## config.mk

```make
export PLATFORM = sky130hd
export DESIGN_NAME = csd_pins
export DESIGN_NICKNAME = d
export VERILOG_FILES = /design/src/rtl/csd_pins.v
export VERILOG_INCLUDE_DIRS = /design/src /design/src/rtl
export SDC_FILE = /design/constraint.sdc
export NUM_CORES = 1
export LEC_CHECK = 0
export BUFFER_PORTS_ARGS = -buffer_cell sky130_fd_sc_hd__buf_4
export CORE_MARGIN = 2
export CORE_UTILIZATION = 52
export DETAILED_ROUTE_END_ITERATION = 8
export PLACE_DENSITY = 0.72
export REMOVE_ABC_BUFFERS = 1
export SLEW_MARGIN = 5
export SYNTH_ARGS = -nofsm -noshare
export SYNTH_HDL_FRONTEND = slang
export SYNTH_SLANG_ARGS = --single-unit
```

## constraint.sdc

```tcl
create_clock -name clock -period 5.48 [get_ports clock]
set_input_delay 0.548 -clock clock [delete_from_list [all_inputs] [get_ports clock]]
set_output_delay 0.548 -clock clock [all_outputs]
set_load 0.02 [all_outputs]
```

## src/rtl/csd_map.vh

```
// register map, field positions, reset values for the chip-select pin block
`ifndef CSD_MAP_VH
`define CSD_MAP_VH
// ************************************************************
// register byte offsets
// ************************************************************
`define CSD_OFS_MID_BASE 8'h00
`define CSD_OFS_MID_CFG 8'h04
`define CSD_OFS_UPPER_SEL 8'h08
`define CSD_OFS_LOWER_SEL 8'h0C
`define CSD_OFS_PERIPH 8'h10
`define CSD_OFS_AUX 8'h14
`define CSD_OFS_PIO 8'h18
`define CSD_OFS_STATUS 8'h1C
// ************************************************************
// field positions
// ************************************************************
`define CSD_SIZE_LSB 0
`define CSD_SIZE_MSB 4
`define CSD_MID_WHOLE 5
`define CSD_MID_PIO_LSB 6
`define CSD_MID_PIO_MSB 8
`define CSD_ROW_EN 5
`define CSD_PER_IO 20
`define CSD_AUX_WIDTH_LSB 0
`define CSD_AUX_WIDTH_MSB 3
`define CSD_AUX_ENRX 8
`define CSD_AUX_FLOW 9
// ************************************************************
// reset values
// ************************************************************
`define CSD_RST_MID_BASE 32'h0000_0000
`define CSD_RST_MID_CFG 32'h0000_000D
`define CSD_RST_UPPER_SEL 32'h0000_000D
`define CSD_RST_LOWER_SEL 32'h0000_000D
`define CSD_RST_PERIPH 32'h0000_0000
`define CSD_RST_AUX 32'h0000_0000
`define CSD_RST_PIO 32'h0000_0007
`endif

```

## src/rtl/csd_pins.v

```verilog
// chip-select, dram strobe and shared-pin logic with an apb register slave
`timescale 1ns/100ps
`default_nettype none
`include "csd_map.vh"

module csd_pins #(
  parameter ADDR_W = 20,
  parameter PERIPH_N = 4
) (
  input wire clock,
  input wire reset_n,
  // apb slave
  input wire psel,
  input wire penable,
  input wire pwrite,
  input wire [7:0] paddr,
  input wire [31:0] pwdata,
  output wire pready,
  output wire pslverr,
  output reg [31:0] prdata,
  // processor bus cycle
  input wire busCycle,
  input wire muxAddrPhase,
  input wire [ADDR_W-1:0] busAddr,
  input wire ioSpace,
  input wire byteHigh,
  input wire byteLow,
  input wire refreshCycle,
  input wire busHold,
  // select pins, active low, with output enables
  output reg [3:0] midPinN,
  output reg [3:0] midPinOe,
  output reg upperPinN,
  output reg upperPinOe,
  output reg lowerPinN,
  output reg lowerPinOe,
  output reg [PERIPH_N-1:0] periphPinN,
  output reg [PERIPH_N-1:0] periphPinOe,
  input wire periphPin2In,
  // status toward the bus and dram engine
  output reg busWidth16,
  output reg dramCycle,
  // serial port 1 flow control
  input wire txPending,
  output wire txStart,
  output wire port1RxEnable
);

  // ************************************************************
  // registers
  // ************************************************************
  reg [31:0] midBase_reg; // midrange block base address
  reg [31:0] midCfg_reg; // size, whole-range, pio assignment
  reg [31:0] upperSel_reg; // upper block size, upper row enable
  reg [31:0] lowerSel_reg; // lower block size, lower row enable
  reg [31:0] periph_reg; // peripheral base and space
  reg [31:0] aux_reg; // widths and flow-control selection
  reg [31:0] pio_reg; // levels for pins given to general i/o

  wire setup = psel & ~penable;
  wire wrStrobe = psel & penable & pwrite;
  reg mapped;

  // zero-wait slave: read data is captured in the setup cycle
  assign pready = 1'b1;
  assign pslverr = psel & penable & ~mapped;

  // address decode of the mapped words
  always @* begin
    case (paddr)
      `CSD_OFS_MID_BASE, `CSD_OFS_MID_CFG, `CSD_OFS_UPPER_SEL,
      `CSD_OFS_LOWER_SEL, `CSD_OFS_PERIPH, `CSD_OFS_AUX,
      `CSD_OFS_PIO, `CSD_OFS_STATUS: mapped = 1'b1;
      default: mapped = 1'b0;
    endcase
  end

  // register writes, taken in the access phase
  always @(posedge clock) begin
    if (!reset_n) begin
      midBase_reg <= `CSD_RST_MID_BASE;
      midCfg_reg <= `CSD_RST_MID_CFG;
      upperSel_reg <= `CSD_RST_UPPER_SEL;
      lowerSel_reg <= `CSD_RST_LOWER_SEL;
      periph_reg <= `CSD_RST_PERIPH;
      aux_reg <= `CSD_RST_AUX;
      pio_reg <= `CSD_RST_PIO;
    end else if (wrStrobe) begin
      case (paddr)
        `CSD_OFS_MID_BASE: midBase_reg <= pwdata;
        `CSD_OFS_MID_CFG: midCfg_reg <= pwdata;
        `CSD_OFS_UPPER_SEL: upperSel_reg <= pwdata;
        `CSD_OFS_LOWER_SEL: lowerSel_reg <= pwdata;
        `CSD_OFS_PERIPH: periph_reg <= pwdata;
        `CSD_OFS_AUX: aux_reg <= pwdata;
        `CSD_OFS_PIO: pio_reg <= pwdata;
        default: ; // status is read-only, others unmapped
      endcase
    end
  end

  // ************************************************************
  // configuration fields
  // ************************************************************
  wire [4:0] midLog = midCfg_reg[`CSD_SIZE_MSB:`CSD_SIZE_LSB];
  wire midWhole = midCfg_reg[`CSD_MID_WHOLE];
  wire [2:0] midPio = midCfg_reg[`CSD_MID_PIO_MSB:`CSD_MID_PIO_LSB];
  wire [4:0] upLog = upperSel_reg[`CSD_SIZE_MSB:`CSD_SIZE_LSB];
  wire [4:0] loLog = lowerSel_reg[`CSD_SIZE_MSB:`CSD_SIZE_LSB];
  wire upRowEn = upperSel_reg[`CSD_ROW_EN];
  wire loRowEn = lowerSel_reg[`CSD_ROW_EN];
  wire dramOn = upRowEn | loRowEn;
  wire enrxSel = aux_reg[`CSD_AUX_ENRX];
  wire flowOn = aux_reg[`CSD_AUX_FLOW];

  // ************************************************************
  // address decode
  // ************************************************************
  wire [ADDR_W-1:0] ones = {ADDR_W{1'b1}};
  wire [ADDR_W-1:0] midMask = ~(ones << midLog);
  wire [ADDR_W-1:0] upMask = ~(ones << upLog);
  wire [ADDR_W-1:0] loMask = ~(ones << loLog);
  wire [ADDR_W-1:0] midB = midBase_reg[ADDR_W-1:0];
  wire [ADDR_W-1:0] midOff = busAddr & midMask;
  // midrange block is aligned to its own size
  wire inMid = ((busAddr ^ midB) & ~midMask) == {ADDR_W{1'b0}};
  // block is split into four equal regions
  wire [4:0] regShift = (midLog > 5'h02) ? midLog - 5'h02 : 5'h00;
  wire [ADDR_W-1:0] midRegion = midOff >> regShift;
  wire [1:0] region = midRegion[1:0];
  // upper block ends at the top, lower block starts at zero
  wire inUpper = (busAddr & ~upMask) == (ones & ~upMask);
  wire inLower = (busAddr & ~loMask) == {ADDR_W{1'b0}};
  // peripheral block: PERIPH_N windows of 256 bytes each
  wire [ADDR_W-1:0] perB = periph_reg[ADDR_W-1:0];
  wire [ADDR_W-1:0] perOff = busAddr - perB;
  wire perSpaceOk = periph_reg[`CSD_PER_IO] == ioSpace;
  wire perHit = perSpaceOk && (busAddr >= perB) &&
    (perOff[ADDR_W-1:8] < PERIPH_N);
  wire [ADDR_W-9:0] perIdx = perOff[ADDR_W-1:8];

  // dram only when no peripheral claims the same address
  wire dramHitUp = upRowEn & inUpper & ~ioSpace;
  wire dramHitLo = loRowEn & inLower & ~ioSpace;
  wire dramHit = (dramHitUp | dramHitLo) & ~perHit;
  wire memCycle = busCycle & ~ioSpace;

  // ************************************************************
  // peripheral selects
  // ************************************************************
  // selects wait for the multiplexed address phase, then hold
  reg perArmed_reg;
  always @(posedge clock) begin
    if (!reset_n) begin
      perArmed_reg <= 1'b0;
    end else if (!busCycle) begin
      perArmed_reg <= 1'b0;
    end else if (muxAddrPhase) begin
      perArmed_reg <= 1'b1;
    end
  end
  wire perActive = busCycle & (muxAddrPhase | perArmed_reg);

  // ************************************************************
  // next pin values
  // ************************************************************
  reg [3:0] midNext;
  wire [PERIPH_N-1:0] perNext; // one bit per window, from the loop below
  reg upperNext;
  reg lowerNext;
  reg width16Next;
  reg casHi;
  reg casLo;
  reg rasUp;
  reg rasLo;
  integer k;

  // column and row strobes for dram and refresh cycles
  always @* begin
    casHi = 1'b0;
    casLo = 1'b0;
    rasUp = 1'b0;
    rasLo = 1'b0;
    if (refreshCycle && dramOn) begin
      casHi = 1'b1;
      casLo = 1'b1;
      rasUp = upRowEn;
      rasLo = loRowEn;
    end else if (memCycle && dramHit) begin
      casHi = byteHigh;
      casLo = byteLow;
      rasUp = dramHitUp;
      rasLo = dramHitLo;
    end
  end

  // chip select decode; outputs are active high here
  always @* begin
    midNext = 4'h0;
    upperNext = 1'b0;
    lowerNext = 1'b0;
    width16Next = 1'b0;
    if (memCycle && !dramHit && inMid) begin
      if (midWhole) begin
        midNext[0] = 1'b1;
      end else begin
        midNext[region] = 1'b1;
      end
      width16Next = aux_reg[`CSD_AUX_WIDTH_LSB + region];
    end
    if (memCycle && inUpper && !upRowEn) begin
      upperNext = 1'b1;
    end
    if (memCycle && inLower && !loRowEn) begin
      lowerNext = 1'b1;
    end
    // reassignment of selects 1..3 only in whole-range mode
    if (midWhole) begin
      for (k = 1; k < 4; k = k + 1) begin
        if (midPio[k-1]) begin
          midNext[k] = ~pio_reg[k-1];
        end
      end
      if (dramOn && !midPio[0]) begin
        midNext[1] = casHi;
      end
      if (dramOn && !midPio[1]) begin
        midNext[2] = casLo;
      end
      if (upRowEn && !midPio[2]) begin
        midNext[3] = rasUp;
      end
    end
  end

  // one comparator per peripheral window
  genvar g;
  generate
    for (g = 0; g < PERIPH_N; g = g + 1) begin : gPer
      assign perNext[g] = perActive && perHit &&
        (perIdx == g);
    end
  endgenerate

  // ************************************************************
  // registered pins
  // ************************************************************
  // pins go high between cycles, except mid pins 1..3 given to gpio, which keep their levels; hold floats them, pull keeps high
  always @(posedge clock) begin
    if (!reset_n) begin
      midPinN <= 4'hF;
      midPinOe <= 4'h0;
      upperPinN <= 1'b1;
      upperPinOe <= 1'b0;
      lowerPinN <= 1'b1;
      lowerPinOe <= 1'b0;
      periphPinN <= {PERIPH_N{1'b1}};
      periphPinOe <= {PERIPH_N{1'b0}};
      busWidth16 <= 1'b0;
      dramCycle <= 1'b0;
    end else begin
      midPinN <= ~midNext;
      upperPinN <= ~upperNext;
      // lower pin carries the row strobe when enabled
      lowerPinN <= loRowEn ? ~rasLo : ~lowerNext;
      periphPinN <= ~perNext;
      midPinOe <= {4{~busHold}};
      upperPinOe <= ~busHold;
      lowerPinOe <= ~busHold;
      periphPinOe <= {PERIPH_N{~busHold}};
      if (PERIPH_N > 2) begin
        // shared pin becomes an input under flow control
        periphPinOe[2] <= ~busHold & ~flowOn;
      end
      busWidth16 <= width16Next;
      dramCycle <= (memCycle & dramHit) | (refreshCycle & dramOn);
    end
  end

  // ************************************************************
  // serial port 1 flow control on the shared pin
  // ************************************************************
  wire ctsMode = flowOn & ~enrxSel;
  wire enrxMode = flowOn & enrxSel;
  // pin is active low; clear to send when it reads low
  wire ctsOk = ~periphPin2In;
  // in clear-to-send mode a frame starts only when the pin allows it at that moment;
  // otherwise the data simply waits in the transmit register
  assign txStart = txPending & (~ctsMode | ctsOk);
  assign port1RxEnable = ~enrxMode | ~periphPin2In;

  // ************************************************************
  // read data
  // ************************************************************
  always @(posedge clock) begin
    if (!reset_n) begin
      prdata <= 32'h0000_0000;
    end else if (setup && !pwrite) begin
      case (paddr)
        `CSD_OFS_MID_BASE: prdata <= midBase_reg;
        `CSD_OFS_MID_CFG: prdata <= midCfg_reg;
        `CSD_OFS_UPPER_SEL: prdata <= upperSel_reg;
        `CSD_OFS_LOWER_SEL: prdata <= lowerSel_reg;
        `CSD_OFS_PERIPH: prdata <= periph_reg;
        `CSD_OFS_AUX: prdata <= aux_reg;
        `CSD_OFS_PIO: prdata <= pio_reg;
        `CSD_OFS_STATUS: prdata <= {19'h00000, ctsOk, dramCycle,
          busWidth16, lowerPinN, upperPinN, midPinN, periphPinN[3:0]};
        default: prdata <= 32'h0000_0000;
      endcase
    end
  end

endmodule // csd_pins
`default_nettype wire
```

==> results by group <==
Synthesis
  – Count of different cell masters after synthesis: 80
  – Synth Instances: 1792
  – Cell taking the most area after synthesis: dfxtp_1
  – Largest cells by area after synthesis: dfxtp_1, nand2_1, a21boi_0, a22oi_1, clkbuf_1
  – Seq/Total Area, Yosys: a little under two fifths
  – Synth cell count leaders: nand2_1, dfxtp_1, a21boi_0
  – Ys flop type: dfxtp_1
  – Synth Warn #: 0
  – Most frequent cell after synthesis: nand2_1
  – Cell Area, Synth: 14100 um^2
  – EDFF count, synth: 0
  – Mapped Avg Cell Area: 7.89 um^2
  – Yosys top cell area share: 38.4%
  – Yosys reg bits: 271
  – Fraction of registers with async set/reset: 0%

Timing
  – Final hold violations: 0
  – Final setup viols: 0
  – Fin Hold WS: roughly 0.18 ns
  – Final Max Tran Viols: 0
  – Worst setup margin: 1.47 ns
  – Fmax: 249 MHz
  – Setup TNS: 0 ns
  – Clock Skew: between 0.02 and 0.025 ns
  – Fin crit share: about three quarters
  – Tmin final: 4.01 ns
  – Slew @ Worst Pin: 1.37 ns
  – Max-Slew Margin vs Limit: under 10%
  – RSZ-0062 raised after global routing: false

Worst hold path
  – Hold Startpoint: busHold
  – Hold Crit Class: input port to flop
  – Hold Crit Endpoint: periphPinOe[1]
  – Hold Path Depth: 2

Power
  – Leakage: 5.55 nW
  – VDD IR-drop max: 224 uV
  – Design Power: 4.24 mW
  – Pwr dens: 264 nW/um^2

CTS
  – Clk_lat worst skew: 0.55 ns
  – Post-CTS sizing: 0
  – Longest Clk Path Bufs: 3
  – H-tree depth: 1
  – CTS buffer count: 28
  – CTS root buf: clkbuf_16
  – Postcts setup bufs: 0
  – Hold buffer count at CTS: 0
  – CTS tree: built
  – Clk slew on worst S/H paths: approximately 0.06 ns
  – CTS sink count: 271

Floorplanning
  – Row count: 60
  – Die Wd: 169 um
  – Die area: 28500 um^2
  – Die Y: roughly 170 um
  – Initial Util: 52.8%
  – I/O pins: 132
  – Floorplan Core Area: 26800 um^2

Global route
  – Met3 Use GR: 5.73%
  – Initial antenna violation count: 0
  – Layer carrying the most global-route usage: met2
  – Vias in the first global route: 13100
  – Pin count of the biggest net entering global routing: 101
  – Remaining Overflow, GRT: 0
  – M1 GR Usage: 44.4%
  – Met2 GRT Util: 52.9%
  – All-Layer GR Usage: between 30% and 40%
  – First-pass GRT wire length: roughly 75 mm

Final layout
  – Final Util: ~60%
  – Synth-to-Final Area Change: 13.7%
  – Final instance area: 16100 um^2
  – Nets: 1931
  – Fin cells: 2196
  – Layout cell share with drive strength beyond 1: 13.0%
  – Antenna diodes: 0

Worst setup path
  – R2R depth: 11
  – RR Endpoint: busWidth16
  – CP endpoint kind: flop
  – Crit Reg-Reg Startpoint: midCfg_reg[1]
  – Critical path cell sequence: inv_2, ha_1, nor3b_2, nor2b_1, nand3_1, a311oi_1, a31oi_1, a221o_2, inv_2, mux4_2, nor2b_1
  – WP data required: ~5.9 ns
  – Crit-path max cell delay: 0.77 ns
  – Startpoint Class: flop
  – Crit Path Max Fanout: 17
  – Worst Setup Path Type: flop to flop
  – Reg2Reg Setup Slack: 1.47 ns
  – Crit-path slowest cell: dfxtp_1
  – Data arrival, critical path: approximately 4.5 ns

Routing
  – Remaining DRCs: 0
  – Antenna viol nets, final: 0
  – Routed len/inst: between 20 and 25 um
  – Routed vias: 13700
  – Vias/cell: 6.24
  – DR pass1 iterations: 5
  – Initial DRC count: 1532
  – Post-Route WL: 47.8 mm

Place
  – PortBufs: 130
  – Area post-placement: approximately 15000 um^2
  – Final HPWL DP: 31.8 mm
  – Placed insts: 2144
  – GPL Wtd Cong: between 0.9 and 1
  – Place WS: 1.59 ns

Run
  – Max-cap violations: 0

Outcome
  – Status: complete, no violations
[worst max-delay path, delay by kind of cell (launching register included)]
kind / cells / cell delay (ns)
AO/OA/AOI/OAI: 3 / 0.80
AND/OR/NAND/NOR: 4 / 1.10
multiplexers: 1 / 0.49
buffers and inverters: 2 / 0.38
flip-flops: 1 / 0.77
adder cells (fa/ha/maj): 1 / 0.37
[layout by cell type (no fill, tap or decap), types with 8 or more instances in the layout]
cell,netlist,layout
nand4_1,20,20
dfxtp_1,271,271
nand2b_1,9,9
o21ai_0,56,56
xor2_1,11,11
a21boi_1,28,28
nor2_1,47,45
a221oi_1,24,24
a21oi_1,60,60
nor2b_1,22,22
xnor2_1,18,18
nor3b_1,10,10
inv_1,44,44
a22oi_1,74,74
o211ai_1,15,15
a22o_1,15,15
a31oi_1,25,25
ha_1,24,24
mux4_2,8,8
mux2i_1,11,11
nor3_1,20,17
and2_1,9,9
a21boi_0,185,185
nand2_1,496,496
clkbuf_16,0,28
nand3_1,27,27
buf_4,11,153
[layout make-up]
class                           count  area, um^2
Timing Repair Buffer              154        1160
Clock inverter                     11         119
Clock buffer                       41         820
Multi-Input combinational cell   1331        7960
Tap cell                          341         427
Sequential cell                   271        5430
Fill cell                        2485       10700
Inverter                           47         176
[report_power, final]
| part | switching (mW) | internal (mW) | total (mW) |
|---|---|---|---|
| registers | 0.00653 | 1.98 | 1.98 |
| logic | 0.205 | 0.134 | 0.339 |
| clock network | 0.787 | 1.13 | 1.92 |
[cells by family after synthesis]
family	share of synthesized area [%]
buffers and inverters	5.77
other	0.0265
flip-flops	38.4
adder cells (fa/ha/maj)	2.26
XOR/XNOR	1.80
AND/OR/NAND/NOR	21.7
AO/OA/AOI/OAI	27.6
multiplexers	2.45
[metal layers]
metal	vias up	routed length, um
met5	-	0
met4	0	2060
met3	125	4450
met2	687	21600
met1	6553	19700
li1	6341	-
[how the worst max path moves through the flow]
stage                   from       endpoint  slack, ns  cells after the start
6_report       midCfg_reg[1]     busWidth16       1.47                     11
3_5_place_dp   midCfg_reg[1]     busWidth16       1.59                     11
2_1_floorplan       paddr[6]  periph_reg[0]       2.00                      5
3_3_place_gp   midCfg_reg[1]     busWidth16       1.58                     11
4_1_cts        midCfg_reg[1]     busWidth16       1.57                     11
5_1_grt        midCfg_reg[2]     busWidth16       1.32                     11
Power figures use the tool's default switching activity.
